[config.mk]
export PLATFORM = sky130hd
export DESIGN_NAME = dba_column_access
export DESIGN_NICKNAME = d
export VERILOG_FILES = /design/src/inc/dba_pkg.sv /design/src/hw/dba_sync.sv /design/src/hw/dba_fifo2.sv /design/src/hw/dba_column_access.sv
export VERILOG_INCLUDE_DIRS = /design/src /design/src/inc
export SDC_FILE = /design/constraint.sdc
export NUM_CORES = 2
export LEC_CHECK = 0
export ABC_AREA = 1
export BUFFER_PORTS_ARGS = -buffer_cell sky130_fd_sc_hd__buf_4
export CORE_MARGIN = 2
export CORE_UTILIZATION = 28
export CTS_CLUSTER_DIAMETER = 60
export DETAILED_ROUTE_END_ITERATION = 7
export MAX_ROUTING_LAYER = met4
export PLACE_DENSITY_LB_ADDON = 0.08
export RECOVER_POWER = 25
export SLEW_MARGIN = 20
export SYNTH_ARGS = -nofsm -noshare
export SYNTH_HDL_FRONTEND = slang
export SYNTH_SLANG_ARGS = --single-unit
[constraint.sdc]
create_clock -name i_mclk -period 6.52 [get_ports i_mclk]
set_clock_uncertainty 0.05 [all_clocks]
set_input_delay 0.326 -clock i_mclk [delete_from_list [all_inputs] [get_ports i_mclk]]
set_output_delay 0.326 -clock i_mclk [all_outputs]
set_load 0.03 [all_outputs]
[src/inc/dba_regs.svh]
// constants of the column access block
`ifndef DBA_REGS_SVH
`define DBA_REGS_SVH
`define DBA_COL_W 6
`define DBA_DQ_W 16
`define DBA_LANE_W 8
`define DBA_PIPE_D 16
`define DBA_SYNC_STAGES 2
`define DBA_BL8_CODE 3'h3
`define DBA_BT_ILV 1'h1
`define DBA_AL_MAX 3'h4
`define DBA_CL_MIN 3'h3
`define DBA_CL_MAX 3'h6
`define DBA_PRE_CK 4'h1
`define DBA_WL_GAP 4'h1
`define DBA_PIPE_ADJ 4'h1
`define DBA_BL4_LAST 3'h3
`define DBA_BL8_LAST 3'h7
`endif

[src/inc/dba_pkg.sv]
// types of the column access block
`include "dba_regs.svh"
package dba_pkg;
  typedef enum logic [2:0] {
    PH_IDLE = 3'b001,
    PH_PRE = 3'b010,
    PH_DATA = 3'b100
  } dba_ph_e;
  typedef struct packed {
    logic vld;
    logic wr;
    logic bl8;
    logic ilv;
    logic [`DBA_COL_W-1:0] col;
  } dba_cmd_s;
endpackage

[src/hw/dba_sync.sv]
// two-flop synchroniser for pin inputs
`timescale 1ns/1ps
module dba_sync #(
  parameter int W = 1
) (
  input wire logic i_mclk,
  input wire logic i_rst_n,
  input wire logic [W-1:0] i_d,
  output logic [W-1:0] o_q
);
  typedef struct packed {
    logic [W-1:0] s1;
    logic [W-1:0] s2;
  } dba_sync_s;
  dba_sync_s st_reg;
  dba_sync_s st_next;

  always_comb begin
    st_next = st_reg;
    st_next.s1 = i_d;
    st_next.s2 = st_reg.s1;
  end

  always_ff @(posedge i_mclk) begin
    if (!i_rst_n) begin
      st_reg <= '0;
    end else begin
      st_reg <= st_next;
    end
  end

  assign o_q = st_reg.s2;
endmodule

[src/hw/dba_fifo2.sv]
// two-entry buffer with valid and ready on both sides
`timescale 1ns/1ps
module dba_fifo2 #(
  parameter int W = 8
) (
  input wire logic i_mclk,
  input wire logic i_rst_n,
  input wire logic i_valid,
  output logic o_ready,
  input wire logic [W-1:0] i_data,
  output logic o_valid,
  input wire logic i_ready,
  output logic [W-1:0] o_data
);
  typedef struct packed {
    logic [W-1:0] d0;
    logic [W-1:0] d1;
    logic rp;
    logic [1:0] cnt;
  } dba_fifo_s;
  dba_fifo_s st_reg;
  dba_fifo_s st_next;
  logic push;
  logic pop;
  logic wp;

  assign o_ready = (st_reg.cnt != 2'h2);
  assign o_valid = (st_reg.cnt != 2'h0);
  assign o_data = st_reg.rp ? st_reg.d1 : st_reg.d0;
  assign push = i_valid & o_ready;
  assign pop = o_valid & i_ready;
  assign wp = st_reg.rp ^ st_reg.cnt[0];

  always_comb begin
    st_next = st_reg;
    if (push && !wp) begin
      st_next.d0 = i_data;
    end
    if (push && wp) begin
      st_next.d1 = i_data;
    end
    if (pop) begin
      st_next.rp = ~st_reg.rp;
    end
    st_next.cnt = st_reg.cnt + {1'b0, push} - {1'b0, pop};
  end

  always_ff @(posedge i_mclk) begin
    if (!i_rst_n) begin
      st_reg <= '0;
    end else begin
      st_reg <= st_next;
    end
  end
endmodule

[src/hw/dba_column_access.sv]
// column access engine: read and write bursts with strobe and mask
//
// How it works
// - column access: cs, cas low, ras high
// - commands accepted anytime, held in the latency pipe until one clock before their data
// - read latency is additive plus cas latency
// - write latency one clock below read latency
// - cas and additive latency from mode inputs
// - burst length four or eight only
// - burst order sequential or interleaved
// - length four orders low two column bits
// - length eight: xor or nibble wrap order
// - no burst stop; bursts run full length
// - back-to-back bursts leave no gap
// - read strobe preamble one clock before data
// - read start column sampled with command
// - write decoded with we low
// - write takes full burst, ignores extra data
// - strobe single-ended or differential by mode bit
// - mask per byte, ignored on reads
// - additive latency zero to four
`timescale 1ns/1ps
`include "dba_regs.svh"
module dba_column_access #(
  parameter int DQ_W = `DBA_DQ_W,
  parameter int PIPE_D = `DBA_PIPE_D
) (
  input wire logic i_mclk,
  input wire logic i_rst_n,
  input wire logic i_ck,
  input wire logic i_cs_n,
  input wire logic i_ras_n,
  input wire logic i_cas_n,
  input wire logic i_we_n,
  input wire logic [`DBA_COL_W-1:0] i_addr,
  input wire logic [2:0] i_cas_lat,
  input wire logic [2:0] i_add_lat,
  input wire logic [2:0] i_burst_len,
  input wire logic i_burst_ilv,
  input wire logic i_dqs_diff_en,
  input wire logic [DQ_W-1:0] i_dq,
  output logic [DQ_W-1:0] o_dq,
  output logic o_dq_oe_n,
  input wire logic i_dqs,
  output logic o_dqs,
  output logic o_dqs_oe_n,
  output logic o_dqs_n,
  output logic o_dqs_n_oe_n,
  input wire logic [DQ_W/`DBA_LANE_W-1:0] i_dm
);
  localparam int NB = DQ_W / `DBA_LANE_W;
  localparam int CW = `DBA_COL_W;
  localparam int SW = 6 + CW + NB + DQ_W;
  localparam int FW = CW + NB + DQ_W;
  localparam int DEPTH = 1 << CW;
  localparam int PIW = $clog2(PIPE_D);

  typedef struct packed {
    logic ck_prev;
    logic dqs_prev;
    dba_pkg::dba_cmd_s [PIPE_D-1:0] pipe;
    dba_pkg::dba_ph_e rd_ph;
    dba_pkg::dba_cmd_s rd_cur;
    dba_pkg::dba_cmd_s rd_nxt;
    logic [2:0] rd_beat;
    dba_pkg::dba_ph_e wr_ph;
    dba_pkg::dba_cmd_s wr_cur;
    dba_pkg::dba_cmd_s wr_nxt;
    logic [2:0] wr_beat;
    logic [DQ_W-1:0] dq;
    logic dq_oe_n;
    logic dqs;
    logic dqs_oe_n;
    logic dqs_n;
    logic dqs_n_oe_n;
  } dba_state_s;

  dba_state_s st_reg;
  dba_state_s st_next;
  logic [DQ_W-1:0] mem [DEPTH];

  logic [SW-1:0] sync_q;
  logic ck_s;
  logic cs_n_s;
  logic ras_n_s;
  logic cas_n_s;
  logic we_n_s;
  logic dqs_s;
  logic [CW-1:0] addr_s;
  logic [NB-1:0] dm_s;
  logic [DQ_W-1:0] dq_s;
  logic ck_rise;
  logic ck_edge;
  logic dqs_rise;
  logic dqs_edge;
  logic [2:0] al_eff;
  logic [2:0] cl_eff;
  logic [3:0] rl;
  logic [3:0] slot;
  dba_pkg::dba_cmd_s new_cmd;
  dba_pkg::dba_cmd_s emerge;
  logic rd_go;
  logic wr_go;
  logic rd_end;
  logic rd_fetch;
  logic cap;
  logic [2:0] cap_beat;
  logic [FW-1:0] wb_in;
  logic wb_in_ready;
  logic wb_out_valid;
  logic [FW-1:0] wb_out;
  logic [CW-1:0] wb_col;
  logic [NB-1:0] wb_mask;
  logic [DQ_W-1:0] wb_data;

  ////////////////////////////////////////////////////////////////////////////
  // pin sampling and edge finding

  dba_sync #(
    .W(SW)
  ) u_sync (
    .i_mclk(i_mclk),
    .i_rst_n(i_rst_n),
    .i_d({i_ck, i_cs_n, i_ras_n, i_cas_n, i_we_n, i_dqs, i_addr, i_dm,
          i_dq}),
    .o_q(sync_q)
  );

  assign {ck_s, cs_n_s, ras_n_s, cas_n_s, we_n_s, dqs_s, addr_s, dm_s,
          dq_s} = sync_q;
  assign ck_rise = ck_s & ~st_reg.ck_prev;
  assign ck_edge = ck_s ^ st_reg.ck_prev;
  assign dqs_rise = dqs_s & ~st_reg.dqs_prev;
  assign dqs_edge = dqs_s ^ st_reg.dqs_prev;

  ////////////////////////////////////////////////////////////////////////////
  // command decode and latency

  assign al_eff = (i_add_lat > `DBA_AL_MAX) ? `DBA_AL_MAX : i_add_lat;
  assign cl_eff = (i_cas_lat < `DBA_CL_MIN) ? `DBA_CL_MIN :
                  (i_cas_lat > `DBA_CL_MAX) ? `DBA_CL_MAX : i_cas_lat;
  assign rl = {1'b0, al_eff} + {1'b0, cl_eff};
  assign new_cmd.vld = ck_rise & ~cs_n_s & ras_n_s & ~cas_n_s;
  assign new_cmd.wr = ~we_n_s;
  assign new_cmd.bl8 = (i_burst_len == `DBA_BL8_CODE);
  assign new_cmd.ilv = (i_burst_ilv == `DBA_BT_ILV);
  assign new_cmd.col = addr_s;
  // write strobe starts one clock before the read strobe would
  assign slot = rl - `DBA_PRE_CK - `DBA_PIPE_ADJ
              - (new_cmd.wr ? `DBA_WL_GAP : 4'h0);
  assign emerge = st_reg.pipe[0];
  assign rd_go = ck_rise & emerge.vld & ~emerge.wr;
  assign wr_go = ck_rise & emerge.vld & emerge.wr;

  function automatic logic [CW-1:0] beat_col(
    input dba_pkg::dba_cmd_s c,
    input logic [2:0] k
  );
    logic [2:0] lo;
    logic [1:0] wrap;
    lo = c.col[2:0];
    wrap = lo[1:0] + k[1:0];
    if (c.ilv && c.bl8) begin
      lo = lo ^ k;
    end else if (c.ilv) begin
      lo = {lo[2], lo[1:0] ^ k[1:0]};
    end else if (c.bl8) begin
      lo = {lo[2] ^ k[2], wrap};
    end else begin
      lo = {lo[2], wrap};
    end
    return {c.col[CW-1:3], lo};
  endfunction

  function automatic logic [2:0] last_beat(input dba_pkg::dba_cmd_s c);
    return c.bl8 ? `DBA_BL8_LAST : `DBA_BL4_LAST;
  endfunction

  assign rd_end = ck_rise & (st_reg.rd_beat == last_beat(st_reg.rd_cur));

  ////////////////////////////////////////////////////////////////////////////
  // write capture path

  assign cap = ((st_reg.wr_ph == dba_pkg::PH_PRE) & dqs_rise)
             | ((st_reg.wr_ph == dba_pkg::PH_DATA) & dqs_edge);
  assign cap_beat = (st_reg.wr_ph == dba_pkg::PH_PRE) ? 3'h0
                  : st_reg.wr_beat;
  assign wb_in = {beat_col(st_reg.wr_cur, cap_beat), dm_s, dq_s};
  // array port goes to reads first, writes wait in the buffer
  assign rd_fetch = ck_edge & (st_reg.rd_ph != dba_pkg::PH_IDLE);

  dba_fifo2 #(
    .W(FW)
  ) u_wbuf (
    .i_mclk(i_mclk),
    .i_rst_n(i_rst_n),
    .i_valid(cap),
    .o_ready(wb_in_ready),
    .i_data(wb_in),
    .o_valid(wb_out_valid),
    .i_ready(~rd_fetch),
    .o_data(wb_out)
  );

  assign {wb_col, wb_mask, wb_data} = wb_out;

  always_ff @(posedge i_mclk) begin
    if (wb_out_valid && !rd_fetch) begin
      for (int b = 0; b < NB; b++) begin
        if (!wb_mask[b]) begin
          mem[wb_col][b*`DBA_LANE_W +: `DBA_LANE_W] <=
            wb_data[b*`DBA_LANE_W +: `DBA_LANE_W];
        end
      end
    end
  end

  ////////////////////////////////////////////////////////////////////////////
  // next state

  always_comb begin
    st_next = st_reg;
    st_next.ck_prev = ck_s;
    st_next.dqs_prev = dqs_s;
    // latency pipe advances once per clock rise
    if (ck_rise) begin
      for (int i = 0; i < PIPE_D - 1; i++) begin
        st_next.pipe[i] = st_reg.pipe[i+1];
      end
      st_next.pipe[PIPE_D-1] = '0;
      if (new_cmd.vld) begin
        st_next.pipe[slot[PIW-1:0]] = new_cmd;
      end
    end
    // read engine
    unique case (st_reg.rd_ph)
      dba_pkg::PH_IDLE: begin
        if (rd_go) begin
          st_next.rd_ph = dba_pkg::PH_PRE;
          st_next.rd_cur = emerge;
          st_next.dqs = 1'b0;
          st_next.dqs_oe_n = 1'b0;
        end
      end
      dba_pkg::PH_PRE: begin
        if (rd_go) begin
          st_next.rd_nxt = emerge;
        end
        if (ck_rise) begin
          st_next.rd_ph = dba_pkg::PH_DATA;
          st_next.rd_beat = 3'h0;
          st_next.dq = mem[beat_col(st_reg.rd_cur, 3'h0)];
          st_next.dq_oe_n = 1'b0;
          st_next.dqs = 1'b1;
        end
      end
      dba_pkg::PH_DATA: begin
        if (rd_go && !rd_end) begin
          st_next.rd_nxt = emerge;
        end
        if (ck_edge) begin
          if (st_reg.rd_beat != last_beat(st_reg.rd_cur)) begin
            st_next.rd_beat = st_reg.rd_beat + 3'h1;
            st_next.dq = mem[beat_col(st_reg.rd_cur,
                                      st_reg.rd_beat + 3'h1)];
            st_next.dqs = ck_s;
          end else if (st_reg.rd_nxt.vld) begin
            st_next.rd_cur = st_reg.rd_nxt;
            st_next.rd_nxt = '0;
            st_next.rd_beat = 3'h0;
            st_next.dq = mem[beat_col(st_reg.rd_nxt, 3'h0)];
            st_next.dqs = ck_s;
          end else if (rd_go) begin
            st_next.rd_ph = dba_pkg::PH_PRE;
            st_next.rd_cur = emerge;
            st_next.dq_oe_n = 1'b1;
            st_next.dqs = 1'b0;
          end else begin
            st_next.rd_ph = dba_pkg::PH_IDLE;
            st_next.dq_oe_n = 1'b1;
            st_next.dqs_oe_n = 1'b1;
            st_next.dqs = 1'b0;
          end
        end
      end
    endcase
    // write engine
    unique case (st_reg.wr_ph)
      dba_pkg::PH_IDLE: begin
        if (wr_go) begin
          st_next.wr_ph = dba_pkg::PH_PRE;
          st_next.wr_cur = emerge;
        end
      end
      dba_pkg::PH_PRE: begin
        if (wr_go) begin
          st_next.wr_nxt = emerge;
        end
        if (dqs_rise) begin
          st_next.wr_ph = dba_pkg::PH_DATA;
          st_next.wr_beat = 3'h1;
        end
      end
      dba_pkg::PH_DATA: begin
        if (wr_go) begin
          st_next.wr_nxt = emerge;
        end
        if (dqs_edge) begin
          if (st_reg.wr_beat != last_beat(st_reg.wr_cur)) begin
            st_next.wr_beat = st_reg.wr_beat + 3'h1;
          end else if (st_reg.wr_nxt.vld || wr_go) begin
            st_next.wr_ph = dba_pkg::PH_PRE;
            st_next.wr_cur = st_reg.wr_nxt.vld ? st_reg.wr_nxt : emerge;
            st_next.wr_nxt = '0;
            st_next.wr_beat = 3'h0;
          end else begin
            st_next.wr_ph = dba_pkg::PH_IDLE;
          end
        end
      end
    endcase
    st_next.dqs_n = ~st_next.dqs;
    st_next.dqs_n_oe_n = st_next.dqs_oe_n | ~i_dqs_diff_en;
  end

  ////////////////////////////////////////////////////////////////////////////
  // state register

  always_ff @(posedge i_mclk) begin
    if (!i_rst_n) begin
      st_reg <= '0;
      st_reg.rd_ph <= dba_pkg::PH_IDLE;
      st_reg.wr_ph <= dba_pkg::PH_IDLE;
      st_reg.dq_oe_n <= 1'b1;
      st_reg.dqs_oe_n <= 1'b1;
      st_reg.dqs_n <= 1'b1;
      st_reg.dqs_n_oe_n <= 1'b1;
    end else begin
      st_reg <= st_next;
    end
  end

  assign o_dq = st_reg.dq;
  assign o_dq_oe_n = st_reg.dq_oe_n;
  assign o_dqs = st_reg.dqs;
  assign o_dqs_oe_n = st_reg.dqs_oe_n;
  assign o_dqs_n = st_reg.dqs_n;
  assign o_dqs_n_oe_n = st_reg.dqs_n_oe_n;
  // write buffer refusal is unreachable at strobe rates below mclk/2
  logic unused_ready;
  assign unused_ready = wb_in_ready;
endmodule

==> flow_metrics.tcl <==
set metrics [dict create \
    worst_setup_path_startpoint "u_wbuf.st_reg[2]$_SDFFE_PN0P_" \
    clk_pin_slew_ns 0.06 \
    initial_core_utilization_pct 28.18 \
    post_synthesis_to_final_layout_area_growth_pct 12.56 \
    achievable-frequency_ghz 0.2069 \
    htreeDepth 4 \
    die_area_sq_mm 0.2883 \
    setup_repair_after_global_routing_missed_its_margin "no" \
    hpwlAfterDp_mm 202.2 \
    hold_depth 4 \
    yosys-top-cells-count "nand2_1, nand3_1, inv_1, edfxtp_1, a21oi_1" \
    fill_cells 29907 \
    yosysMostFrequentCell "nand2_1" \
    hold_viol_final 0 \
    max_slew_margin_pct -105.8 \
    crit-reg2reg-launch "u_wbuf.st_reg[2]$_SDFFE_PN0P_" \
    synth_top_cell_area_share_pct 38.66 \
    vias 74987 \
    wl_per_cell_microns 24.91 \
    cts_made_buffers 193 \
    fin_hold_ws_ns 0.1117 \
    category_of_the_worst_setup_path_launch_point "flip-flop" \
    gr-usage-all-layers_pct 24.60 \
    drt.antenna.violating_nets 0 \
    final_layout_size_suffix_gt1_share_pct 7.727 \
    io_pins 64 \
    timing.critical_path.fanout_max 64 \
    prevailing_post_synth_register_cell "edfxtp_1" \
    timing_worst_slew_pin_value_ns 3.087 \
    fp.dieW_microns 537.0 \
    place_ws_ns 2.160 \
    arrival_ns 5.18 \
    synth.net_count 10737 \
    final-seq-area_sq_mm 0.03759 \
    yosysUniqueCellTypes 44 \
    detailedRoute.firstPassIterationCount 8 \
    number_of_flip_flops_and_latches_in_the_synthesized_netlist 1364 \
    root_buffer "clkbuf_16" \
    placeableCoreArea_sq_mm 0.2823 \
    wirelength_mm 353.9 \
    final_cell_area_sq_mm 0.08953 \
    powerDensity_mw_per_mm2 331.4 \
    dr.first_iter.drc_count 7452 \
    finalNetCount 10368 \
    netlist_top_cells_area "edfxtp_1, nand3_1, nand2_1" \
    failed_checks "capacitance limit, slew limit" \
    synthesis.yosys.warnings 0 \
    synth_enable_flop_cells 1024 \
    core.rowCount 195 \
    drv_cap 16 \
    reg2reg_depth 4 \
    drc 0 \
    cts_repair_resized_insts 0 \
    synth_area_per_cell_sq_um 7.447 \
    first_global_vias 71690 \
    min_from "i_dq[15]" \
    finalSetupTns_ns 0 \
    mappedNetlistArea_sq_mm 0.07954 \
    timing.critical_path.required_ns 6.86 \
    timing.critical_path.to_type "flip-flop" \
    clock_latency_ns 0.88 \
    timing_max_transition_violations_final 977 \
    outcome "finished, violations left" \
    period_minus_slack_ns 4.832 \
    globalRoute.totalOverflow 0 \
    antenna_found_initial 5 \
    die_height_microns 537.0 \
    path_class "flip-flop to flip-flop" \
    tritoncts_num_sinks 1364 \
    final_critical_path_setup_slack_ns 1.688 \
    largest_reg_flops 1024 \
    max-clock-path-buffers 4 \
    place.port_buffers 63 \
    synth-seq-area-share_pct 47.22 \
    finalSetupViolations 0 \
    placedInstanceArea_sq_mm 0.08299 \
    syn-instance-count 10680 \
    global_route_wire_length_before_repair_mm 508.9 \
    cts_tree "done" \
    cellLeakagePower_uw 0.03642 \
    synth-async-reset-ratio_pct 0 \
    place.gp.congestion 0.8642 \
    multi_input_comb_area_sq_mm 0.03433 \
    synth.largest_area_cell "edfxtp_1" \
    hold_path_class "input pin to flip-flop" \
    period_share_pct 74.12 \
    vdd_drop_max_uv 244.9 \
    viasPerCell 5.278 \
    grt_start_max_net_pins 177 \
]
area by class of cell:
| class | count | area share (%) |
|---|---|---|
| clock inverters | 98 | 1.107 |
| clock buffers | 243 | 5.912 |
| diodes | 7 | 0.01957 |
| inverters | 1094 | 4.647 |
| multi-input cells | 7377 | 38.34 |
| flip-flops and latches | 1364 | 41.99 |
| well taps | 3743 | 5.231 |
| repair buffers | 281 | 2.753 |
timing repair:
item / CTS / global route
endpoints found under the hold margin: 48 / 0
setup buffers: 0 / 0
hold buffers: 45 / 0
where the power goes:
group	total, uW	switching (uW)	internal (uW)
Sequential	9810	271	9540
Combinational	9170	6920	2250
Clock	10700	4300	6390
placed cells by master (no fill, tap or decap), drive strengths merged, types with 8 or more instances in the layout:
cell / instances
inv: 1098
clkinv: 69
nor3: 14
o21ai: 637
o22ai: 18
or2: 187
a31oi: 8
clkinvlp: 8
edfxtp: 1024
dfxtp: 340
nand3: 1946
buf: 200
clkbuf: 279
nand2: 2588
a21oi: 975
nor2: 697
ha: 12
dlygate4sd3: 45
bufinv: 17
o211ai: 266
path summary, 6_finish.rpt:
path	to	slack, ns
worst min register to register	u_sync.o_q[0]$_SDFF_PN0_	0.36
worst min-delay path	u_sync.st_next[15]$_SDFF_PN0_	0.11
worst max register to register	mem[23][3]$_DFFE_PP_	1.69
worst max-delay path	mem[23][3]$_DFFE_PP_	1.69
metal layers:
metal	vias to the layer above	GRT usage, %	part of all wire, %
met5	-	-	0
met4	0	8.890	4.0
li1	35001	-	-
met3	654	3.668	7.2
met2	3014	38.27	45
met1	36318	32.38	44
logic make-up after synthesis:
| group | Yosys count | share of synthesized area [%] |
|---|---|---|
| AO/OA/AOI/OAI | 1921 | 13.06 |
| AND/OR/NAND/NOR | 5437 | 29.50 |
| buffers and inverters | 1939 | 9.920 |
| flip-flops | 1364 | 47.22 |
| adder cells (fa/ha/maj) | 14 | 0.2391 |
| XOR/XNOR | 5 | 0.05506 |
worst max-delay path, cell delays in order, from the launching register on:
cell and delay, ns:
dfxtp_1 0.57, clkbuf_1 1.75, nand2_1 0.30, o21ai_4 0.18, clkbuf_2 1.33
stage by stage:
stage | util, % | total power, uW | cells
after CTS | 31.78 | 29830 | 14200
after floorplan | - | 15520 | 10680
after global placement | 29.38 | 19040 | 13814
after global routing | 31.71 | 30920 | 14204
final | 31.72 | 29670 | 14207
after detailed placement | 29.40 | 19030 | 13814
(Power assumes the default switching activity.)
